### src/wdri_pkg.sv
// Constants for the windowed watchdog register block.
// Assumes a single 100 MHz bus clock; the count clock is an enable pulse.
package wdri_pkg;
    // Clock period of hclk in ns
    localparam int CLK_PERIOD_NS = 10;
    // Register indices; byte address is four times the index
    localparam logic [3:0] IDX_CONTROL = 4'h0;
    localparam logic [3:0] IDX_PERIOD_SETUP = 4'h1;
    localparam logic [3:0] IDX_WARNING_OFFSET = 4'h2;
    localparam logic [3:0] IDX_IRQ_MASK_OFF = 4'h4;
    localparam logic [3:0] IDX_IRQ_MASK_ON = 4'h5;
    localparam logic [3:0] IDX_IRQ_PENDING = 4'h6;
    localparam logic [3:0] IDX_SYNC_STATE = 4'h7;
    localparam logic [3:0] IDX_KICK_KEY = 4'h8;
    // Field positions
    localparam int LOCKED_RUN_BIT = 7;
    localparam int WINDOW_EN_BIT = 2;
    localparam int ENABLE_BIT = 1;
    localparam int WINDOW_SEL_LSB = 4;
    localparam int EARLY_WARNING_BIT = 0;
    localparam int CROSSING_PENDING_BIT = 7;
    // Values
    localparam logic [7:0] KICK_KEY = 8'ha5;
    localparam logic [3:0] LEN_CODE_MAX = 4'hb;
    localparam logic [13:0] LEN_MIN_LAST = 14'h0007;
    localparam logic [7:0] RESET_BYTE = 8'h00;
    localparam logic [1:0] HTRANS_NONSEQ = 2'h2;
    localparam logic [2:0] HSIZE_BYTE = 3'h0;
    localparam logic [2:0] HSIZE_HALF = 3'h1;
    // Default count clock divider in hclk cycles
    localparam int COUNT_DIV_DEFAULT = 4;
endpackage : wdri_pkg

### src/wdri_watchdog_regs.sv
// Windowed watchdog with its AHB-Lite register slave, in one module.
// Assumes startup values from the nonvolatile user row are stable at reset release,
// and that hresetn is the power-on reset.
`timescale 1ns/100ps
module wdri_watchdog_regs #(
    parameter int ADDR_W = 12,
    parameter int COUNT_DIV = wdri_pkg::COUNT_DIV_DEFAULT
) (
    input wire logic hclk,
    input wire logic hresetn,
    input wire logic hsel,
    input wire logic [ADDR_W-1:0] haddr,
    input wire logic [1:0] htrans,
    input wire logic hwrite,
    input wire logic [2:0] hsize,
    input wire logic [31:0] hwdata,
    input wire logic hready,
    output logic hreadyout,
    output logic [31:0] hrdata,
    output logic hresp,
    input wire logic nv_locked_run,
    input wire logic nv_window_en,
    input wire logic nv_enable,
    input wire logic [3:0] nv_window_sel,
    input wire logic [3:0] nv_timeout_length_sel,
    input wire logic [3:0] nv_warning_offset,
    input wire logic access_guard_on,
    output logic irq,
    output logic sys_reset_req
);
    localparam int BUSY_WAIT = COUNT_DIV + 1;

    logic loaded_reg;
    logic locked_run_reg, window_en_reg, enable_reg;
    logic [3:0] window_sel_reg, timeout_length_sel_reg, warning_offset_reg;
    logic early_warning_ie_reg, early_warning_reg;
    logic crossing_pending_reg;
    logic [7:0] kick_value_reg;
    logic kick_pending_reg;
    logic ap_valid_reg, ap_write_reg, ap_lane0_reg, ap_mapped_reg;
    logic [3:0] ap_idx_reg;
    logic hreadyout_reg, irq_reg, sys_reset_reg;
    logic [31:0] hrdata_reg;
    logic [15:0] div_cnt_reg;
    logic count_tick;
    logic cd_enable_reg, cd_window_en_reg;
    logic [3:0] cd_window_sel_reg, cd_timeout_sel_reg;
    logic closed_phase_reg;
    logic [13:0] count_reg;
    logic [3:0] cur_idx;
    logic cur_mapped, cur_lane0, take_ap, wr_go, wr_ok, sync_wr_now, busy_clear;
    logic active, ew_hit;
    logic [7:0] rd_byte;

    // Last count index of a doubling length code, saturating at the top code
    function automatic logic [13:0] len_last(input logic [3:0] code);
        logic [3:0] c;
        c = (code > wdri_pkg::LEN_CODE_MAX) ? wdri_pkg::LEN_CODE_MAX : code;
        return 14'((15'h0008 << c) - 15'h0001);
    endfunction : len_last

    // Address phase decode; byte lane 0 carries every register
    assign cur_idx = haddr[5:2];
    assign cur_mapped = (haddr[ADDR_W-1:6] == '0) && (cur_idx <= wdri_pkg::IDX_KICK_KEY);
    assign cur_lane0 = (hsize == wdri_pkg::HSIZE_BYTE) ? (haddr[1:0] == 2'h0) :
                       (hsize == wdri_pkg::HSIZE_HALF) ? !haddr[1] : 1'b1;
    assign take_ap = hsel && hready && htrans[1] && loaded_reg;
    assign wr_go = ap_valid_reg && ap_write_reg && hreadyout_reg;
    assign wr_ok = wr_go && ap_lane0_reg && ap_mapped_reg &&
                   (!access_guard_on || ap_idx_reg == wdri_pkg::IDX_IRQ_PENDING);
    assign sync_wr_now = wr_ok && (ap_idx_reg == wdri_pkg::IDX_CONTROL ||
                         ap_idx_reg == wdri_pkg::IDX_PERIOD_SETUP ||
                         ap_idx_reg == wdri_pkg::IDX_KICK_KEY);
    assign busy_clear = crossing_pending_reg && count_tick;

    // Read multiplexer; reserved bits and unmapped words read zero
    always_comb
    begin
        rd_byte = wdri_pkg::RESET_BYTE;
        case (cur_idx)
            wdri_pkg::IDX_CONTROL: rd_byte = {locked_run_reg, 4'h0, window_en_reg,
                                              enable_reg, 1'b0};
            wdri_pkg::IDX_PERIOD_SETUP: rd_byte = {window_sel_reg, timeout_length_sel_reg};
            wdri_pkg::IDX_WARNING_OFFSET: rd_byte = {4'h0, warning_offset_reg};
            wdri_pkg::IDX_IRQ_MASK_OFF: rd_byte = {7'h00, early_warning_ie_reg};
            wdri_pkg::IDX_IRQ_MASK_ON: rd_byte = {7'h00, early_warning_ie_reg};
            wdri_pkg::IDX_IRQ_PENDING: rd_byte = {7'h00, early_warning_reg};
            wdri_pkg::IDX_SYNC_STATE: rd_byte = {crossing_pending_reg, 7'h00};
            default: rd_byte = wdri_pkg::RESET_BYTE;
        endcase
    end

    // Bus address phase capture and read data
    always_ff @(posedge hclk or negedge hresetn)
    begin
        if (!hresetn)
        begin
            ap_valid_reg <= 1'b0;
            ap_write_reg <= 1'b0;
            ap_lane0_reg <= 1'b0;
            ap_mapped_reg <= 1'b0;
            ap_idx_reg <= 4'h0;
            hrdata_reg <= 32'h0000_0000;
        end
        else if (hready)
        begin
            ap_valid_reg <= take_ap;
            ap_write_reg <= hwrite;
            ap_lane0_reg <= cur_lane0;
            ap_mapped_reg <= cur_mapped;
            ap_idx_reg <= cur_idx;
            hrdata_reg <= (take_ap && !hwrite && cur_mapped) ? {24'h00_0000, rd_byte} : '0;
        end
    end

    // Wait states: a synchronised write waits while a crossing is in flight
    always_ff @(posedge hclk or negedge hresetn)
    begin
        if (!hresetn)
            hreadyout_reg <= 1'b1;
        else if (take_ap && hwrite && (cur_idx == wdri_pkg::IDX_CONTROL ||
                 cur_idx == wdri_pkg::IDX_PERIOD_SETUP || cur_idx == wdri_pkg::IDX_KICK_KEY))
            hreadyout_reg <= !((crossing_pending_reg && !busy_clear) || sync_wr_now);
        else if (!hreadyout_reg)
            hreadyout_reg <= busy_clear;
    end

    // Startup load flag
    always_ff @(posedge hclk or negedge hresetn)
    begin
        if (!hresetn)
            loaded_reg <= 1'b0;
        else
            loaded_reg <= 1'b1;
    end

    // Control register bits
    always_ff @(posedge hclk or negedge hresetn)
    begin
        if (!hresetn)
        begin
            locked_run_reg <= 1'b0;
            window_en_reg <= 1'b0;
            enable_reg <= 1'b0;
        end
        else if (!loaded_reg)
        begin
            locked_run_reg <= nv_locked_run;
            window_en_reg <= nv_window_en;
            enable_reg <= nv_enable;
        end
        else if (wr_ok && ap_idx_reg == wdri_pkg::IDX_CONTROL)
        begin
            locked_run_reg <= locked_run_reg | hwdata[wdri_pkg::LOCKED_RUN_BIT];
            if (!enable_reg || locked_run_reg)
                window_en_reg <= hwdata[wdri_pkg::WINDOW_EN_BIT];
            if (!locked_run_reg)
                enable_reg <= hwdata[wdri_pkg::ENABLE_BIT];
        end
    end

    // Period setup and warning offset, enable-guarded
    always_ff @(posedge hclk or negedge hresetn)
    begin
        if (!hresetn)
        begin
            window_sel_reg <= 4'h0;
            timeout_length_sel_reg <= 4'h0;
            warning_offset_reg <= 4'h0;
        end
        else if (!loaded_reg)
        begin
            window_sel_reg <= nv_window_sel;
            timeout_length_sel_reg <= nv_timeout_length_sel;
            warning_offset_reg <= nv_warning_offset;
        end
        else if (wr_ok && !enable_reg && !locked_run_reg)
        begin
            if (ap_idx_reg == wdri_pkg::IDX_PERIOD_SETUP)
            begin
                window_sel_reg <= hwdata[wdri_pkg::WINDOW_SEL_LSB +: 4];
                timeout_length_sel_reg <= hwdata[3:0];
            end
            if (ap_idx_reg == wdri_pkg::IDX_WARNING_OFFSET)
                warning_offset_reg <= hwdata[3:0];
        end
    end

    // Early warning interrupt enable, shared by mask-off and mask-on
    always_ff @(posedge hclk or negedge hresetn)
    begin
        if (!hresetn)
            early_warning_ie_reg <= 1'b0;
        else if (wr_ok && ap_idx_reg == wdri_pkg::IDX_IRQ_MASK_OFF &&
                 hwdata[wdri_pkg::EARLY_WARNING_BIT])
            early_warning_ie_reg <= 1'b0;
        else if (wr_ok && ap_idx_reg == wdri_pkg::IDX_IRQ_MASK_ON &&
                 hwdata[wdri_pkg::EARLY_WARNING_BIT])
            early_warning_ie_reg <= 1'b1;
    end

    // Kick value capture and crossing busy flag
    always_ff @(posedge hclk or negedge hresetn)
    begin
        if (!hresetn)
        begin
            crossing_pending_reg <= 1'b0;
            kick_pending_reg <= 1'b0;
            kick_value_reg <= 8'h00;
        end
        else
        begin
            if (sync_wr_now)
                crossing_pending_reg <= 1'b1;
            else if (busy_clear)
                crossing_pending_reg <= 1'b0;
            if (wr_ok && ap_idx_reg == wdri_pkg::IDX_KICK_KEY)
            begin
                kick_pending_reg <= 1'b1;
                kick_value_reg <= hwdata[7:0];
            end
            else if (busy_clear)
                kick_pending_reg <= 1'b0;
        end
    end

    // Count clock enable divider
    always_ff @(posedge hclk or negedge hresetn)
    begin
        if (!hresetn)
            div_cnt_reg <= 16'h0000;
        else if (div_cnt_reg == 16'(COUNT_DIV - 1))
            div_cnt_reg <= 16'h0000;
        else
            div_cnt_reg <= div_cnt_reg + 16'h0001;
    end
    assign count_tick = (div_cnt_reg == 16'(COUNT_DIV - 1)) && loaded_reg;

    // Count side copies of synchronised settings
    always_ff @(posedge hclk or negedge hresetn)
    begin
        if (!hresetn)
        begin
            cd_enable_reg <= 1'b0;
            cd_window_en_reg <= 1'b0;
            cd_window_sel_reg <= 4'h0;
            cd_timeout_sel_reg <= 4'h0;
        end
        else if (!loaded_reg || busy_clear)
        begin
            cd_enable_reg <= loaded_reg ? enable_reg : nv_enable;
            cd_window_en_reg <= loaded_reg ? window_en_reg : nv_window_en;
            cd_window_sel_reg <= loaded_reg ? window_sel_reg : nv_window_sel;
            cd_timeout_sel_reg <= loaded_reg ? timeout_length_sel_reg : nv_timeout_length_sel;
        end
    end

    assign active = cd_enable_reg || locked_run_reg;
    assign ew_hit = !cd_window_en_reg && (count_reg == len_last(warning_offset_reg));

    // Watchdog counter, window phase and system reset request
    always_ff @(posedge hclk or negedge hresetn)
    begin
        if (!hresetn)
        begin
            count_reg <= 14'h0000;
            closed_phase_reg <= 1'b0;
            sys_reset_reg <= 1'b0;
        end
        else
        begin
            sys_reset_reg <= 1'b0;
            if (count_tick)
            begin
                if (!active)
                begin
                    count_reg <= 14'h0000;
                    closed_phase_reg <= 1'b1; // Park at closed start; only read in window mode
                end
                else if (busy_clear && kick_pending_reg)
                begin
                    sys_reset_reg <= (kick_value_reg != wdri_pkg::KICK_KEY) ||
                                     (cd_window_en_reg && closed_phase_reg);
                    count_reg <= 14'h0000;
                    closed_phase_reg <= cd_window_en_reg;
                end
                else if (cd_window_en_reg && closed_phase_reg)
                begin
                    if (count_reg >= len_last(cd_window_sel_reg))
                    begin
                        count_reg <= 14'h0000;
                        closed_phase_reg <= 1'b0;
                    end
                    else
                        count_reg <= count_reg + 14'h0001;
                end
                else if (count_reg == len_last(cd_timeout_sel_reg))
                begin
                    sys_reset_reg <= 1'b1;
                    count_reg <= 14'h0000;
                    closed_phase_reg <= cd_window_en_reg;
                end
                else
                    count_reg <= count_reg + 14'h0001;
            end
        end
    end

    // Early warning flag; a hardware set wins over a software clear
    always_ff @(posedge hclk or negedge hresetn)
    begin
        if (!hresetn)
            early_warning_reg <= 1'b0;
        else if (count_tick && active && !(busy_clear && kick_pending_reg) &&
                 (ew_hit || (cd_window_en_reg && closed_phase_reg &&
                  count_reg >= len_last(cd_window_sel_reg))))
            early_warning_reg <= 1'b1;
        else if (wr_ok && ap_idx_reg == wdri_pkg::IDX_IRQ_PENDING &&
                 hwdata[wdri_pkg::EARLY_WARNING_BIT])
            early_warning_reg <= 1'b0;
    end

    // Interrupt request
    always_ff @(posedge hclk or negedge hresetn)
    begin
        if (!hresetn)
            irq_reg <= 1'b0;
        else
            irq_reg <= early_warning_reg && early_warning_ie_reg;
    end

    assign hreadyout = hreadyout_reg;
    assign hrdata = hrdata_reg;
    assign hresp = 1'b0;
    assign irq = irq_reg;
    assign sys_reset_req = sys_reset_reg;

    property p_lock_sticky;
        @(posedge hclk) disable iff (!hresetn || !loaded_reg)
        locked_run_reg |=> locked_run_reg;
    endproperty
    a_lock_sticky: assert property (p_lock_sticky) else $error("lock-on bit dropped");

    property p_lock_freeze;
        @(posedge hclk) disable iff (!hresetn || !loaded_reg)
        locked_run_reg |=> $stable(timeout_length_sel_reg) && $stable(warning_offset_reg);
    endproperty
    a_lock_freeze: assert property (p_lock_freeze) else $error("setup changed under lock");

    property p_wen_guard;
        @(posedge hclk) disable iff (!hresetn || !loaded_reg)
        enable_reg && !locked_run_reg |=> $stable(window_en_reg);
    endproperty
    a_wen_guard: assert property (p_wen_guard) else $error("window enable changed");

    property p_enable_lock;
        @(posedge hclk) disable iff (!hresetn || !loaded_reg)
        locked_run_reg |=> $stable(enable_reg);
    endproperty
    a_enable_lock: assert property (p_enable_lock) else $error("enable changed under lock");

    property p_busy_bound;
        @(posedge hclk) disable iff (!hresetn)
        $rose(crossing_pending_reg) |-> ##[1:BUSY_WAIT] !crossing_pending_reg;
    endproperty
    a_busy_bound: assert property (p_busy_bound) else $error("busy flag stuck");

    property p_busy_set;
        @(posedge hclk) disable iff (!hresetn)
        wr_ok && ap_idx_reg == wdri_pkg::IDX_CONTROL |=> crossing_pending_reg;
    endproperty
    a_busy_set: assert property (p_busy_set) else $error("busy not raised");

    property p_mask_off;
        @(posedge hclk) disable iff (!hresetn)
        wr_ok && ap_idx_reg == wdri_pkg::IDX_IRQ_MASK_OFF && hwdata[0] |=> !early_warning_ie_reg;
    endproperty
    a_mask_off: assert property (p_mask_off) else $error("mask-off ignored");

    property p_guard;
        @(posedge hclk) disable iff (!hresetn || !loaded_reg)
        access_guard_on && wr_go |=> $stable(enable_reg) && $stable(early_warning_ie_reg);
    endproperty
    a_guard: assert property (p_guard) else $error("write passed the guard");

    property p_bad_key;
        @(posedge hclk) disable iff (!hresetn)
        count_tick && active && busy_clear && kick_pending_reg &&
        kick_value_reg != wdri_pkg::KICK_KEY |=> sys_reset_req;
    endproperty
    a_bad_key: assert property (p_bad_key) else $error("wrong key did not reset");

    property p_irq;
        @(posedge hclk) disable iff (!hresetn)
        early_warning_reg && early_warning_ie_reg |=> ##0 irq;
    endproperty
    a_irq: assert property (p_irq) else $error("interrupt request missing");

    property p_rsvd;
        @(posedge hclk) disable iff (!hresetn)
        ap_valid_reg && !ap_write_reg |-> hrdata[31:8] == 24'h00_0000;
    endproperty
    a_rsvd: assert property (p_rsvd) else $error("reserved bits nonzero");

    c_window_reset: cover property (@(posedge hclk) cd_window_en_reg && sys_reset_req);
    c_warning_irq: cover property (@(posedge hclk) $rose(irq));
    c_stall: cover property (@(posedge hclk) ap_valid_reg && !hreadyout_reg);
endmodule : wdri_watchdog_regs

### config.mk
export PLATFORM = sky130hd
export DESIGN_NAME = wdri_watchdog_regs
export DESIGN_NICKNAME = d
export VERILOG_FILES = /design/src/wdri_pkg.sv /design/src/wdri_watchdog_regs.sv
export SDC_FILE = /design/constraint.sdc
export NUM_CORES = 1
export LEC_CHECK = 0
export ABC_AREA = 0
export BUFFER_PORTS_ARGS = -buffer_cell sky130_fd_sc_hd__buf_2
export CORE_ASPECT_RATIO = 1.1
export CORE_MARGIN = 2
export CORE_UTILIZATION = 40
export CTS_CLUSTER_SIZE = 12
export DETAILED_ROUTE_END_ITERATION = 10
export PLACE_DENSITY = 0.7
export SLEW_MARGIN = 20
export SYNTH_ARGS = -nofsm -noshare
export SYNTH_HDL_FRONTEND = slang
export SYNTH_SLANG_ARGS = --single-unit
### constraint.sdc
create_clock -name hclk -period 4 [get_ports hclk]
set_input_delay 0.6 -clock hclk [delete_from_list [all_inputs] [get_ports hclk]]
set_output_delay 0.6 -clock hclk [all_outputs]
set_load 0.005 [all_outputs]
==> results of run 1 <==
-- final cells by class --
class,count,area [µm²],area share [%]
tap,188,235.2,3.796
inverter,34,127.6,2.059
sequential,88,2203,35.55
multi-input combinational,468,2935,47.37
clock inverter,7,102.6,1.656
clock buffer,9,225.2,3.634
timing repair buffer,67,367.9,5.936
-- routing by layer --
metal / vias to the layer above / GRT usage, %
met3: 21 / 3.273
met2: 124 / 27.59
li1: 2274 / -
met4: 0 / 7.003
met5: - / 0
met1: 2217 / 25.40
-- cell families (layout without fill, tap and decap cells) --
kind of cell | Yosys count | count (layout)
simple gates | 219 | 219
compound gates | 141 | 141
buf+inv | 101 | 117
flops | 88 | 88
mux | 41 | 41
xor+xnor | 25 | 25
fa+ha+maj | 16 | 16
other cells | 2 | 26
-- worst max-delay path: stages, from the launching register on --
cell and delay [ns]:
dfrtp_1 0.37, or4_1 0.56, ha_1 0.31, nor4b_1 0.27, a21oi_1 0.08, o22a_1 0.20
ha_1 0.29, a21oi_1 0.11, o21ai_0 0.10, a32o_1 0.28, a31oi_2 0.24, nor3b_4 0.25
nand3_1 0.15, buf_4 0.22, o22ai_1 0.18
-- power by group through the flow --
stage / Combinational (µW) / Clock, µW / Sequential [µW]
2_1_floorplan: 261 / 0 / 985
3_3_place_gp: 320 / 0 / 1010
3_5_place_dp: 326 / 0 / 1020
4_1_cts: 328 / 946 / 999
5_1_grt: 376 / 986 / 1010
6_report: 329 / 931 / 1000
-- Yosys cell counts, types with 15 or more instances --
cell      count  area [µm²]
mux2i_1      26       260.3
clkbuf_1     28       105.1
nand2_1      65       244.0
o21ai_0      38       190.2
nor3_1       16       80.08
a21oi_1      35       175.2
nor2_1       48       180.2
inv_1        34       127.6
nand3_1      23       115.1
mux2_2       15       168.9
ha_1         16       200.2
buf_4        26       195.2
xnor2_1      16       140.1
a31oi_1      17       106.4
dfrtp_1      87        2177
-- final timing paths --
kind / cells after the start / start / end / slack, ns
setup / recovery: 14 / cd_window_sel_reg[3]$_DFFE_PN0P_ / count_reg[2]$_DFFE_PN0P_ / 0.29
hold / removal: 1 / hresetn / div_cnt_reg[10]$_DFF_PN0_ / 0.34
setup reg to reg: 14 / cd_window_sel_reg[3]$_DFFE_PN0P_ / count_reg[2]$_DFFE_PN0P_ / 0.29
hold reg to reg: 1 / div_cnt_reg[0]$_DFF_PN0_ / div_cnt_reg[0]$_DFF_PN0_ / 0.48
max in group asynchronous: 2 / hresetn / hreadyout$_DFF_PN1_ / 2.77
min in group hclk: 3 / nv_locked_run / locked_run_reg$_DFFE_PN0P_ / 0.46
-- metrics by stage --
step | instances | utilization [%] | hold WS, ns
global placement | 845 | 42.74 | 0.4632
CTS | 861 | 45.17 | 0.3720
floorplan | 657 | - | 0.3044
finish | 861 | 45.29 | 0.3368
detailed placement | 845 | 42.77 | 0.4723
global route | 861 | 45.29 | 0.4005
==> results by group, run 1 <==
Floorplan
  • DIE HEIGHT: 127.3 µm
  • Initial Util: 40.41%
  • IO Count: 106
  • Rows: 45
  • Die X: 116.1 µm
  • Core box area: 0.01368 mm²
  • Die area: 0.01478 mm²

Yosys
  • Top FF cell, synth: dfrtp_1
  • Synth Area in Adders: 3.621%
  • Largest family of logic cells by synthesized area: simple AND/OR/NAND/NOR gates
  • Synthesized area per cell: 8.735 µm²
  • #FFs+latches synth: 88
  • Yosys cell types: 60
  • Synth Area in XOR/XNOR: 3.960%
  • Post-synth design cell area: 0.005529 mm²
  • Post-synth ARST share: 100.0%
  • Mux contribution to synthesized area: 7.762%
  • Mapped Cells: 633
  • Post-synth EDFFs: 0
  • Compound-Gate Fraction of Synth Area: 15.75%
  • YS warnings: 0
  • Register area share after synthesis: 39.85%
  • Post-synthesis simple-gate area fraction: 19.85%

STA
  • Setup violators final: 0
  • Clk_skew: 0.008922 ns
  • Setup ws final: 0.2912 ns
  • TNS Setup: 0 ns
  • Post-layout minimum cycle time: 3.709 ns
  • Max Freq: 269.6 MHz
  • Final hold violations: 0
  • Slew margin rel.: 46.98%
  • Crit share post-route: 92.72%
  • Max-slew violations: 0
  • RSZ-0062 raised after global routing: no
  • Slew @ Worst Pin: 0.7953 ns

Global routing
  • First-pass GRT wire length: 21260 µm
  • Vias in the first global route: 4317
  • Largest net degree at the start of global routing: 64
  • Global route overflow: 0
  • GR Util All Layers: 18.02%
  • Antenna violations before repair: 0

Clocking
  • Clk sink count: 88
  • CTS resizes: 0
  • CTS Buf Count: 9
  • Post-CTS Setup Inserts: 0
  • Clock latency on the worst-skew pair: 0.35 ns
  • H-tree depth: 3
  • CTS max path bufs: 2
  • Root Driver: clkbuf_16
  • CTS tree: yes
  • Cts hold-fix bufs: 0
  • Clock transition at the registers of the reported paths: 0.06 ns

Placed design
  • Input/output buffers: 55
  • Post-DP HPWL: 9203 µm
  • Placed Instance Area: 0.005852 mm²
  • Dpl ws: 0.2253 ns
  • RD Place Congestion: 0.8405

Worst hold path
  • HP Class: in2async

Critical path
  • Crit Path Max Fanout: 11
  • Crit path kind: reg2reg
  • Setup crit end kind: flip-flop
  • Crit start category: flip-flop
  • WP data required: 4.26 ns
  • CP arrival: 3.97 ns

Pwr
  • Max IR drop VDD: 0.1793 mV
  • Power Total: 2261 µW
  • Clock power frac: 41.2%
  • PD cells: 364.8 mW/mm²
  • Reg power frac: 44.3%
  • Switching Share: 27.99%
  • Leak: 0.002812 µW
  • Psw: 632.8 µW
  • Combinational share of power: 14.6%
  • Int Pwr: 1628 µW

Drt
  • Met2 wire length: 6034 µm
  • Total wire length: 12870 µm
  • DR WL/cell: 14.94 µm
  • Post-route met1 wirelength: 5989 µm
  • Met3 wire length: 521 µm
  • DR pass1 iterations: 5
  • Antenna Violating Nets Remaining: 0
  • Residual DRC count: 0
  • Vias: 4636
  • Vias per cell: 5.384
  • Top Metal Used: met4
  • Iter 0 DRT Violations: 290

Cells and area
  • Area Overhead vs Synth: 12.08%
  • Fillers: 1352
  • Design Area, Final: 0.006197 mm²
  • Max FFs per register: 16
  • Layout cells sized above 1: 15.75%
  • Ant. Diodes: 0
  • Commonest non-fill, non-tap cell in the layout: dfrtp_1
  • Post-layout nets: 754
  • Most frequent cells in the layout: dfrtp_1 (87), nand2_1 (65), buf_2 (54), nor2_1 (48), o21ai_0 (38)

Run status
  • Run status: complete, no violations

Run
  • Max_cap viols: 0
Power figures use the tool's default switching activity.
==> inputs of run 2 (changes only) <==
--- a/config.mk
+++ b/config.mk
@@ -7,5 +7,4 @@
 export LEC_CHECK = 0
 export ABC_AREA = 0
-export BUFFER_PORTS_ARGS = -buffer_cell sky130_fd_sc_hd__buf_2
 export CORE_ASPECT_RATIO = 1.1
 export CORE_MARGIN = 2
@@ -13,5 +12,6 @@
 export CTS_CLUSTER_SIZE = 12
 export DETAILED_ROUTE_END_ITERATION = 10
-export PLACE_DENSITY = 0.7
+export DONT_BUFFER_PORTS = 1
+export PLACE_DENSITY = 0.63
 export SLEW_MARGIN = 20
 export SYNTH_ARGS = -nofsm -noshare
==> constraint.sdc (replaced) <==
create_clock -name hclk -period 4 [get_ports hclk]
set_input_delay 0.2 -clock hclk [delete_from_list [all_inputs] [get_ports hclk]]
set_output_delay 0.2 -clock hclk [all_outputs]
set_load 0.005 [all_outputs]
==> run 2 against run 1 <==
Final cell count down 5.0%. Fmax about the same. Register-to-register slack about the same. Critical path type unchanged. Global-route usage rose by 0.80 points.
==> results by group, run 2 (same netlist as run 1, synthesis figures left out) <==
Placed design
  • RD Place Congestion: 0.8581 (was 0.8405)
  • Input/output buffers: 0 (was 55)
  • Dpl ws: 0.2172 ns (was 0.2253 ns)
  • Post-DP HPWL: 9344 µm (was 9203 µm)

Cells and area
  • Max FFs per register: 16 (unchanged)
  • Layout cells sized above 1: 7.778% (was 15.75%)
  • Most frequent cells in the layout: dfrtp_1 (87), nand2_1 (65), nor2_1 (48), o21ai_0 (38), a21oi_1 (35) (was dfrtp_1 (87), nand2_1 (65), buf_2 (54), nor2_1 (48), o21ai_0 (38))
  • Ant. Diodes: 0 (unchanged)
  • Post-layout nets: 711 (was 754)
  • Commonest non-fill, non-tap cell in the layout: dfrtp_1 (unchanged)
  • Area Overhead vs Synth: 9.323% (was 12.08%)

Clocking
  • Clock latency on the worst-skew pair: 0.34 ns (was 0.35 ns)
  • Post-CTS Setup Inserts: 0 (unchanged)
  • CTS tree: yes (unchanged)
  • Clock transition at the registers of the reported paths: 0.06 ns (about the same)
  • Root Driver: clkbuf_16 (unchanged)
  • CTS Buf Count: 9 (unchanged)
  • Clk sink count: 88 (unchanged)
  • CTS max path bufs: 2 (unchanged)
  • H-tree depth: 3 (unchanged)

Floorplan
  • Die area: 0.01478 mm² (unchanged)
  • Rows: 45 (unchanged)
  • IO Count: 106 (unchanged)
  • Initial Util: 40.41% (unchanged)
  • Core box area: 0.01368 mm² (unchanged)
  • Die X: 116.1 µm (unchanged)
  • DIE HEIGHT: 127.3 µm (unchanged)

Worst hold path
  • Hold wc startpoint: nv_window_sel[3]
  • HP Class: in2reg (was in2async)

STA
  • Slew @ Worst Pin: 0.6724 ns (was 0.7953 ns)
  • Hold Slack: 0.009863 ns (was 0.3368 ns)
  • Clk_skew: 0.007359 ns (was 0.008922 ns)
  • Max-slew violations: 0 (unchanged)
  • Max Freq: 269.8 MHz (was 269.6 MHz)
  • Final hold violations: 0 (unchanged)
  • Setup violators final: 0 (unchanged)
  • RSZ-0062 raised after global routing: no (unchanged)
  • Slew margin rel.: 54.54% (was 46.98%)
  • Crit share post-route: 92.66% (was 92.72%)
  • Setup ws final: 0.2934 ns (was 0.2912 ns)
  • Post-layout minimum cycle time: 3.707 ns (was 3.709 ns)
  • TNS Setup: 0 ns (unchanged)

Critical path
  • Setup crit end kind: flip-flop (unchanged)
  • WP data required: 4.25 ns (was 4.26 ns)
  • Crit path kind: reg2reg (unchanged)
  • Reg-to-reg slack, setup: 0.29 ns (about the same)
  • Crit start category: flip-flop (unchanged)
  • Worst setup path start: cd_window_sel_reg[3]$_DFFE_PN0P_ (unchanged)
  • Start of the worst register-to-register path: cd_window_sel_reg[3]$_DFFE_PN0P_ (unchanged)
  • Crit Path Max Fanout: 11 (unchanged)
  • CP arrival: 3.96 ns (was 3.97 ns)

Drt
  • Residual DRC count: 0 (unchanged)
  • Total wire length: 13360 µm (was 12870 µm)
  • Vias: 4588 (was 4636)
  • Iter 0 DRT Violations: 243 (was 290)
  • DR WL/cell: 16.33 µm (was 14.94 µm)
  • DR pass1 iterations: 5 (unchanged)
  • Vias per cell: 5.609 (was 5.384)
  • Antenna Violating Nets Remaining: 0 (unchanged)

Pwr
  • Power Total: 2218 µW (was 2261 µW)
  • Max IR drop VDD: 0.2657 mV (was 0.1793 mV)
  • PD cells: 366.9 mW/mm² (was 364.8 mW/mm²)
  • Leak: 0.002621 µW (was 0.002812 µW)

Global routing
  • Largest net degree at the start of global routing: 89 (was 64)
  • Met1 Use GR: 23.48% (was 25.40%)
  • Met3 Usage GRT: 4.839% (was 3.273%)
  • Antenna violations before repair: 0 (unchanged)
  • First-pass GRT wire length: 22050 µm (was 21260 µm)
  • Met2 Use GR: 31.65% (was 27.59%)
  • Global route overflow: 0 (unchanged)
  • Vias in the first global route: 4492 (was 4317)
  • GR Util All Layers: 18.83% (was 18.02%)
  • Most used routing layer: met2 (unchanged)

Run
  • Max_cap viols: 0 (unchanged)

Run status
  • Run status: complete, no violations (unchanged)
-- run 2: cell type report --
type | instances | area (µm²)
Tap cell | 188 | 235.2
Clock buffer | 11 | 242.7
Clock inverter | 5 | 80.08
Fill cell | 1331 | 7637
Timing Repair Buffer | 24 | 230.2
Inverter | 34 | 127.6
Sequential cell | 88 | 2203
Multi-Input combinational cell | 468 | 2925
-- run 2: worst max-delay path, stage by stage (launching register included) --
cell     delay [ns]
dfrtp_1        0.37
or4_1          0.57
ha_1           0.32
nor4b_1        0.29
a21oi_1        0.07
o22a_1         0.20
ha_1           0.29
a21oi_1        0.12
o21ai_0        0.11
a32o_1         0.28
a31oi_2        0.22
nor3b_2        0.25
nand3_1        0.12
buf_4          0.22
o22ai_1        0.18
-- run 2: timing repair --
action / 4_1_cts / 5_1_grt
resized for setup: 0 / 3
hold buffers: 9 / 4
setup endpoints to repair: 0 / 13
endpoints found under the hold margin: 105 / 4
-- run 2: per-layer routing --
layer,wire length (µm),part of all wire (%),up-vias
met5,0,0,-
met4,282,2.1,0
met3,722,5.4,25
met2,6592,49,147
met1,5760,43,2235
li1,-,-,2181
-- run 2: path summary, 6_finish.rpt --
path,endpoint,cells past startpoint
setup reg to reg,count_reg[2]$_DFFE_PN0P_,14
max in group asynchronous,kick_value_reg[3]$_DFFE_PN0P_,2
setup / recovery,count_reg[2]$_DFFE_PN0P_,14
hold / removal,window_sel_reg[3]$_DFFE_PN0P_,2
min in group asynchronous,div_cnt_reg[8]$_DFF_PN0_,2
hold reg to reg,cd_enable_reg$_DFFE_PN0P_,2
-- run 2: through the flow --
stage	std cells	util, %	area [µm²]
after CTS	814	43.80	5993
after global routing	818	44.18	6045
final	818	44.18	6045
after global placement	789	40.66	5563
after detailed placement	789	40.66	5563
after floorplan	657	-	5619
-- run 2: where the power goes --
group | switching (µW) | leakage [µW] | internal, µW
registers | 68.8 | 0.00112 | 936
clock network | 344 | 0.000152 | 563
logic | 176 | 0.00135 | 129
total | 589 | 0.00262 | 1630
